## src/pkg/smp_pkg.sv

```systemverilog
// Summary of operation
// - Low nibble of the first timing byte gives row-to-column delay in clocks
// - Bits six to four of the first timing byte give the read latency
// - Second timing byte: precharge period low nibble, bank-to-bank spacing high nibble
// - Third timing byte: refresh/active period low nibble, write recovery high nibble
// - Four field buffer starts, each an 11-bit row and an 8-bit column
// - De-interlaced frame size: 11-bit height and 12-bit width
// - Blank screen colour from three 8-bit red, green, blue bytes
// - Scaler control bit four gates writes to the horizontal coefficient table
// - Scaler control bit five gates writes to the vertical coefficient table
// - Scaler control bit six hands the line memory to the downscaler
// - Vertical upscale: 12-bit step plus 7-bit fraction in hundredths
// - Horizontal upscale: 12-bit step plus 7-bit fraction in hundredths
// - Vertical downscale: 6-bit step plus 7-bit fraction in hundredths
// - Horizontal downscale: 6-bit step plus 7-bit fraction in hundredths
// - A 6-bit index selects the coefficient table entry to write
// - Writing the coefficient byte loads seven bits into the indexed entry
// - Panning places the picture at an 11-bit vertical offset
// - Panning places the picture at a 12-bit horizontal offset
// - Panned frame: 11-bit height and 12-bit width
// - Uncovered frame area uses the 8-bit red, green, blue border colour
package smp_pkg;
  localparam logic [7:0] IDX_SD1 = 8'h35;
  localparam logic [7:0] IDX_SD2 = 8'h36;
  localparam logic [7:0] IDX_SD3 = 8'h37;
  localparam logic [7:0] IDX_F1R = 8'h38;
  localparam logic [7:0] IDX_F1C = 8'h3A;
  localparam logic [7:0] IDX_F2R = 8'h3B;
  localparam logic [7:0] IDX_F2C = 8'h3D;
  localparam logic [7:0] IDX_F3R = 8'h3E;
  localparam logic [7:0] IDX_F3C = 8'h40;
  localparam logic [7:0] IDX_F4R = 8'h41;
  localparam logic [7:0] IDX_F4C = 8'h43;
  localparam logic [7:0] IDX_DFH = 8'h44;
  localparam logic [7:0] IDX_DLW = 8'h46;
  localparam logic [7:0] IDX_BLR = 8'h48;
  localparam logic [7:0] IDX_SCL = 8'h4B;
  localparam logic [7:0] IDX_VUS = 8'h4C;
  localparam logic [7:0] IDX_VUF = 8'h4E;
  localparam logic [7:0] IDX_HUS = 8'h4F;
  localparam logic [7:0] IDX_HUF = 8'h51;
  localparam logic [7:0] IDX_VDS = 8'h52;
  localparam logic [7:0] IDX_VDF = 8'h53;
  localparam logic [7:0] IDX_HDS = 8'h54;
  localparam logic [7:0] IDX_HDF = 8'h55;
  localparam logic [7:0] IDX_TIX = 8'h56;
  localparam logic [7:0] IDX_TVL = 8'h57;
  localparam logic [7:0] IDX_POV = 8'h58;
  localparam logic [7:0] IDX_POH = 8'h5A;
  localparam logic [7:0] IDX_PFH = 8'h5C;
  localparam logic [7:0] IDX_PFW = 8'h5E;
  localparam logic [7:0] IDX_BRR = 8'h60;
  localparam logic [7:0] IDX_BRB = 8'h62;
  localparam int         IDX_SHIFT = 2;
  localparam int         ADDR_MIN  = 11;
  localparam logic [7:0] REG_RST = 8'h00;
  localparam logic [6:0] TAB_RST = 7'h00;
  localparam int         TAB_DEPTH = 64;
  // Scaler control bit positions
  localparam int SC_HDN = 0;
  localparam int SC_VDN = 1;
  localparam int SC_HUP = 2;
  localparam int SC_VUP = 3;
  localparam int SC_HWE = 4;
  localparam int SC_VWE = 5;
  localparam int SC_LMD = 6;
  typedef struct packed {
    logic [3:0] rcd;
    logic [2:0] cas;
    logic [3:0] rp;
    logic [3:0] rrd;
    logic [3:0] rc;
    logic [3:0] wr;
  } smp_sdram_t;
  typedef struct packed {
    logic [10:0] row;
    logic [7:0]  col;
  } smp_field_t;
  typedef struct packed {
    logic [10:0] height;
    logic [11:0] width;
  } smp_size_t;
  typedef struct packed {
    logic [7:0] r;
    logic [7:0] g;
    logic [7:0] b;
  } smp_rgb_t;
  typedef struct packed {
    logic [6:0]  ctrl;
    logic [11:0] vup_step;
    logic [6:0]  vup_frac;
    logic [11:0] hup_step;
    logic [6:0]  hup_frac;
    logic [5:0]  vdn_step;
    logic [6:0]  vdn_frac;
    logic [5:0]  hdn_step;
    logic [6:0]  hdn_frac;
  } smp_scaler_t;
  typedef struct packed {
    logic [10:0] voff;
    logic [11:0] hoff;
    smp_size_t   size;
  } smp_pan_t;
endpackage

```

## src/verilog/smp_regs.sv

```systemverilog
// Implementation choice: the APB interface to the registers.
`timescale 1ns/1ps
module smp_regs
  import smp_pkg::*;
#(
  parameter int ADDR_W = 12
) (
  // Clock and reset
  input  wire logic              pclk,
  input  wire logic              presetn,
  // APB slave
  input  wire logic              psel,
  input  wire logic              penable,
  input  wire logic              pwrite,
  input  wire logic [ADDR_W-1:0] paddr,
  input  wire logic [31:0]       pwdata,
  output logic      [31:0]       prdata,
  output logic                   pready,
  output logic                   pslverr,
  // Coefficient table read port
  input  wire logic [5:0]        coef_raddr,
  output logic      [6:0]        coef_h_rd,
  output logic      [6:0]        coef_v_rd,
  // Configuration outputs
  output smp_sdram_t             sdram_cfg,
  output smp_field_t [3:0]       field_start,
  output smp_size_t              deint_size,
  output smp_rgb_t               blank_rgb,
  output smp_scaler_t            scaler_cfg,
  output smp_pan_t               pan_cfg,
  output smp_rgb_t               border_rgb
);

  // Refuse address buses too narrow to decode
  if (ADDR_W < ADDR_MIN) begin : g_chk
    $error("ADDR_W too small");
  end

  // Implemented bits of each byte, zero when unmapped
  function automatic logic [7:0] f_mask(input logic [7:0] i);
    logic [7:0] m;
    m = 8'h00;
    case (i)
      IDX_SD1, IDX_SCL, IDX_VUF, IDX_HUF,
      IDX_VDF, IDX_HDF, IDX_TVL: m = 8'h7F;
      IDX_F1R + 8'h01, IDX_F2R + 8'h01,
      IDX_F3R + 8'h01, IDX_F4R + 8'h01,
      IDX_DFH + 8'h01, IDX_POV + 8'h01,
      IDX_PFH + 8'h01: m = 8'h07;
      IDX_DLW + 8'h01, IDX_VUS + 8'h01,
      IDX_HUS + 8'h01, IDX_POH + 8'h01,
      IDX_PFW + 8'h01: m = 8'h0F;
      IDX_VDS, IDX_HDS, IDX_TIX: m = 8'h3F;
      default: begin
        if (i >= IDX_SD1 && i <= IDX_BRB) begin
          m = 8'hFF;
        end
      end
    endcase
    return m;
  endfunction

  logic [7:0]  cfg_r [IDX_SD1:IDX_BRB];
  logic [6:0]  htab_r [TAB_DEPTH];
  logic [6:0]  vtab_r [TAB_DEPTH];
  logic [31:0] prdata_r;
  logic        pready_r;
  logic        pslverr_r;
  logic [6:0]  coef_h_r;
  logic [6:0]  coef_v_r;
  logic [7:0]  widx;
  logic [7:0]  wmask;
  logic        hit;
  logic        setup;
  logic        wr_go;
  logic        coef_go;
  logic [5:0]  tab_idx;
  logic [6:0]  coef_val;

  // Word index decode; each register takes one word
  assign widx  = paddr[IDX_SHIFT +: 8];
  assign wmask = f_mask(widx);
  assign hit   = (wmask != 8'h00) && ((paddr >> (IDX_SHIFT + 8)) == '0);
  assign setup = psel & ~penable;
  assign wr_go = psel & penable & pready_r & pwrite & hit;
  assign coef_go  = wr_go && (widx == IDX_TVL);
  assign tab_idx  = cfg_r[IDX_TIX][5:0];
  assign coef_val = pwdata[6:0];

  // Zero-wait answer, flagged in the first access cycle
  always_ff @(posedge pclk or negedge presetn) begin
    if (!presetn) begin
      pready_r  <= 1'b0;
      pslverr_r <= 1'b0;
      prdata_r  <= 32'h0000_0000;
    end else begin
      pready_r  <= setup;
      pslverr_r <= setup & ~hit;
      if (setup && hit && !pwrite) begin
        prdata_r <= {24'h00_0000, cfg_r[widx]};
      end else if (setup) begin
        prdata_r <= 32'h0000_0000;
      end
    end
  end

  // Byte store; unimplemented bits kept at zero
  always_ff @(posedge pclk or negedge presetn) begin
    if (!presetn) begin
      for (int i = IDX_SD1; i <= IDX_BRB; i++) begin
        cfg_r[i] <= REG_RST;
      end
    end else if (wr_go) begin
      cfg_r[widx] <= pwdata[7:0] & wmask;
    end
  end

  // Coefficient tables, each gated by its own enable
  always_ff @(posedge pclk or negedge presetn) begin
    if (!presetn) begin
      for (int i = 0; i < TAB_DEPTH; i++) begin
        htab_r[i] <= TAB_RST;
        vtab_r[i] <= TAB_RST;
      end
    end else if (coef_go) begin
      if (cfg_r[IDX_SCL][SC_HWE]) begin
        htab_r[tab_idx] <= coef_val;
      end
      if (cfg_r[IDX_SCL][SC_VWE]) begin
        vtab_r[tab_idx] <= coef_val;
      end
    end
  end

  // Registered table read for the scaler datapath
  always_ff @(posedge pclk or negedge presetn) begin
    if (!presetn) begin
      coef_h_r <= TAB_RST;
      coef_v_r <= TAB_RST;
    end else begin
      coef_h_r <= htab_r[coef_raddr];
      coef_v_r <= vtab_r[coef_raddr];
    end
  end

  assign prdata    = prdata_r;
  assign pready    = pready_r;
  assign pslverr   = pslverr_r;
  assign coef_h_rd = coef_h_r;
  assign coef_v_rd = coef_v_r;

  // Memory sequencer timing fields
  assign sdram_cfg.rcd = cfg_r[IDX_SD1][3:0];
  assign sdram_cfg.cas = cfg_r[IDX_SD1][6:4];
  assign sdram_cfg.rp  = cfg_r[IDX_SD2][3:0];
  assign sdram_cfg.rrd = cfg_r[IDX_SD2][7:4];
  assign sdram_cfg.rc  = cfg_r[IDX_SD3][3:0];
  assign sdram_cfg.wr  = cfg_r[IDX_SD3][7:4];

  // Field buffer start locations
  assign field_start[0] = {cfg_r[IDX_F1R+1][2:0], cfg_r[IDX_F1R], cfg_r[IDX_F1C]};
  assign field_start[1] = {cfg_r[IDX_F2R+1][2:0], cfg_r[IDX_F2R], cfg_r[IDX_F2C]};
  assign field_start[2] = {cfg_r[IDX_F3R+1][2:0], cfg_r[IDX_F3R], cfg_r[IDX_F3C]};
  assign field_start[3] = {cfg_r[IDX_F4R+1][2:0], cfg_r[IDX_F4R], cfg_r[IDX_F4C]};

  // De-interlacer output size and blank colour
  assign deint_size.height = {cfg_r[IDX_DFH+1][2:0], cfg_r[IDX_DFH]};
  assign deint_size.width  = {cfg_r[IDX_DLW+1][3:0], cfg_r[IDX_DLW]};
  assign blank_rgb = {cfg_r[IDX_BLR], cfg_r[IDX_BLR+1], cfg_r[IDX_BLR+2]};

  // Scaler enables, table gates, line memory owner and steps
  assign scaler_cfg.ctrl     = cfg_r[IDX_SCL][6:0];
  assign scaler_cfg.vup_step = {cfg_r[IDX_VUS+1][3:0], cfg_r[IDX_VUS]};
  assign scaler_cfg.vup_frac = cfg_r[IDX_VUF][6:0];
  assign scaler_cfg.hup_step = {cfg_r[IDX_HUS+1][3:0], cfg_r[IDX_HUS]};
  assign scaler_cfg.hup_frac = cfg_r[IDX_HUF][6:0];
  assign scaler_cfg.vdn_step = cfg_r[IDX_VDS][5:0];
  assign scaler_cfg.vdn_frac = cfg_r[IDX_VDF][6:0];
  assign scaler_cfg.hdn_step = cfg_r[IDX_HDS][5:0];
  assign scaler_cfg.hdn_frac = cfg_r[IDX_HDF][6:0];

  // Panning geometry and border colour
  assign pan_cfg.voff = {cfg_r[IDX_POV+1][2:0], cfg_r[IDX_POV]};
  assign pan_cfg.hoff = {cfg_r[IDX_POH+1][3:0], cfg_r[IDX_POH]};
  assign pan_cfg.size.height = {cfg_r[IDX_PFH+1][2:0], cfg_r[IDX_PFH]};
  assign pan_cfg.size.width  = {cfg_r[IDX_PFW+1][3:0], cfg_r[IDX_PFW]};
  assign border_rgb = {cfg_r[IDX_BRR], cfg_r[IDX_BRR+1], cfg_r[IDX_BRR+2]};

  // Helpers for the table checks
  logic [6:0] h_old;
  logic [6:0] v_old;
  assign h_old = htab_r[tab_idx];
  assign v_old = vtab_r[tab_idx];
endmodule
```

## config.mk

```make
export PLATFORM = sky130hd
export DESIGN_NAME = smp_regs
export DESIGN_NICKNAME = d
export VERILOG_FILES = /design/src/pkg/smp_pkg.sv /design/src/verilog/smp_regs.sv
export SDC_FILE = /design/constraint.sdc
export NUM_CORES = 2
export LEC_CHECK = 0
export BUFFER_PORTS_ARGS = -buffer_cell sky130_fd_sc_hd__buf_2
export CORE_AREA = 2 2 454 231
export CTS_BUF_LIST = sky130_fd_sc_hd__clkbuf_4
export DETAILED_ROUTE_END_ITERATION = 7
export DIE_AREA = 0 0 456 233
export PLACE_DENSITY = 0.79
export SYNTH_ARGS = -nofsm -noshare
export SYNTH_HDL_FRONTEND = slang
export SYNTH_SLANG_ARGS = --single-unit
export TNS_END_PERCENT = 50
```

## constraint.sdc

```tcl
create_clock -name pclk -period 3.9 [get_ports pclk]
set_input_delay 0.78 -clock pclk [delete_from_list [all_inputs] [get_ports pclk]]
set_output_delay 0.78 -clock pclk [all_outputs]
set_load 0.02 [all_outputs]
```

==> flow_metrics.tcl <==
set metrics [dict create \
    status "complete, no violations" \
    multi_input_area_mm2 0.0252 \
    timing.rr.start "cfg_r[98]" \
    yosys-top-cells-count "1288 x dfrtp_1, 1063 x mux2_2, 311 x buf_4, 291 x mux4_2, 254 x clkbuf_1" \
    crit_fanout 10 \
    die_h_um 233 \
    r2r_slack_ns 0.43 \
    fin_crit_sh 0.890 \
    cts_setup_buffers 0 \
    grt_pass1_vias 39600 \
    h-tree-depth 5 \
    num_rows 83 \
    die-area_mm2 0.106 \
    cts_tree "yes" \
    clk_latency_ns 1.29 \
    period_needed_ns 3.47 \
    hold_class "input pin to asynchronous set/reset pin" \
    async_flop_share 1.00 \
    grt_overflow 0 \
    ys_top_cells_by_area "dfrtp_1 53%, mux2_2 20%, mux4_2 11%" \
    fmax_ghz 0.288 \
    gr-usage-all-layers 0.334 \
    fin_tns_setup_ns 0 \
    power_uw 25500 \
    ir_worst_vdd_uv 297 \
    clock-root-buffer "clkbuf_4" \
    pin_count 390 \
    clock_sinks 1288 \
    critPathKind "flip-flop to flip-flop" \
    avgSynthCellArea_um2 14.1 \
    numCtsBuffers 297 \
    drive_above_1_share 0.509 \
    relSlewSlack 0.0870 \
    fin_worst_skew_ns 0.0813 \
    finalHoldViolCount 0 \
    grt_pass1_wl_mm 261 \
    start_kind "flip-flop" \
    viasPerCell 6.43 \
    fill_cells 7375 \
    drtPass1Iterations 7 \
    post_drt_wl_per_cell_um 28.6 \
    fin_nets 4627 \
    synthCells 4312 \
    utilization 0.653 \
    endpoint_kind "flip-flop" \
    final-seq-area_mm2 0.0322 \
    port_buffers 339 \
    ctsHoldBuffers 3 \
    dp_hpwl_mm 122 \
    drt_iter0_drc 4626 \
    yosys.area.top_type "dfrtp_1" \
    wl_mm 175 \
    crit_start "cfg_r[98]" \
    rsz0062_at_grt "false" \
    design.core.area_mm2 0.102 \
    ctsResizeCount 0 \
    synth_edf_count 0 \
    gp_congestion 1.03 \
    antenna_left 0 \
    p_leak_uw 0.0334 \
    grt_antenna_before_repair 7 \
    crit_required_ns 4.99 \
    hold_ws_ns 0.0536 \
    grt_max_degree 160 \
    max_slew.worst_pin.slew_ns 1.37 \
    yosysMostFrequentCell "dfrtp_1" \
    initial_utilization 0.598 \
    seq_area_frac_synth 0.529 \
    clock_path_buffers 4 \
    synth_cell_types 69 \
    yosysWarnings 0 \
    setup_viol 0 \
    synth_top_flop_cell "dfrtp_1" \
    cp.arrival_ns 4.56 \
    slew_viol_final 0 \
    yosysTopAreaCellShare 0.529 \
    dieWidth_um 456 \
    power_density_mw_per_mm2 384 \
    drc 0 \
    num_vias 39500 \
    cap_viol_max_count 0 \
    clk_pin_slew_ns 0.08 \
    synth_seq_cells 1288 \
    syn-cell-area_mm2 0.0609 \
    area_delta_synth_final_pct 9.25 \
]
## per-layer routing
metal / GRT usage / vias to the layer above / part of all wire
met4: 0.0968 / 8 / 0.024
li1: - / 16100 / -
met5: 0.00905 / - / 0.0010
met3: 0.197 / 346 / 0.16
met1: 0.483 / 20800 / 0.42
met2: 0.414 / 2205 / 0.39
## flip-flops by register name, summed over array words and instances, names as in the netlist, 23 cells and up
name	flops
blank_rgb	24
border_rgb	24
cfg_r	81
deint_size	23
field_start	76
htab_r	448
pan_cfg	46
scaler_cfg	71
sdram_cfg	23
vtab_r	448
## area by class of cell
cell class                      instances  area share
Clock buffer                          442      0.0499
Tap cell                             1360      0.0256
Timing Repair Buffer                  561      0.0567
Antenna cell                           17    0.000639
Multi-Input combinational cell       2413       0.379
Inverter                               11    0.000621
Clock inverter                         44     0.00339
Sequential cell                      1288       0.484
## metrics by stage
stage | setup WS [ns] | instances | instance area (um2)
6_report | 0.429 | 6136 | 66500
5_1_grt | 0.341 | 6129 | 66500
4_1_cts | 0.713 | 6119 | 66500
3_5_place_dp | -0.102 | 5630 | 62900
3_3_place_gp | -0.0182 | 5630 | 62900
2_1_floorplan | 0.870 | 4335 | 61000
## logic make-up (layout without fill, tap and decap cells)
group           count (synthesis)  after routing  share of synthesized area
flops                        1288           1288                      0.529
simple gates                  576            576                     0.0489
compound gates                295            295                     0.0317
other cells                     1             41                  0.0000616
buf+inv                       634           1058                     0.0587
mux                          1518           1518                      0.331
## where the power goes
part	switching, uW	total, uW	internal, uW
Combinational	1030	1410	377
Sequential	13.3	13400	13400
Clock	5450	10700	5280
Total	6500	25500	19000
## critical path, cell delays in order, from the launching register on
cell	delay, ns
dfrtp_1	0.59
nor3b_1	0.77
and3_1	1.00
nand2_1	0.53
mux2_2	0.43
## layout by cell type (no fill, tap or decap), types with 24 or more instances in the layout
cell      netlist  final
nand3_1        34     34
conb_1          1     24
clkinv_1        0     34
mux2_2       1063   1063
nor2_1         54     54
mux4_2        291    291
dfrtp_1      1288   1288
buf_2          16    325
nor2_2         32     32
and2_1         61     61
buf_12          0     28
nand2_1       233    233
mux2i_1       150    150
o21ai_0       136    136
clkbuf_4        0    442
buf_4         311    202
nor2b_1        29     29
a22oi_1        66     66
## worst paths after layout
kind                             endpoint  cells after the start
max                            htab_r[27]                      4
min                        scaler_cfg[60]                      2
max reg2reg                    htab_r[27]                      4
min reg2reg                    cfg_r[174]                      1
max in group asynchronous     htab_r[178]                      3
min in group pclk               prdata[4]                      4
No activity file was read; power rests on OpenSTA's default activity.
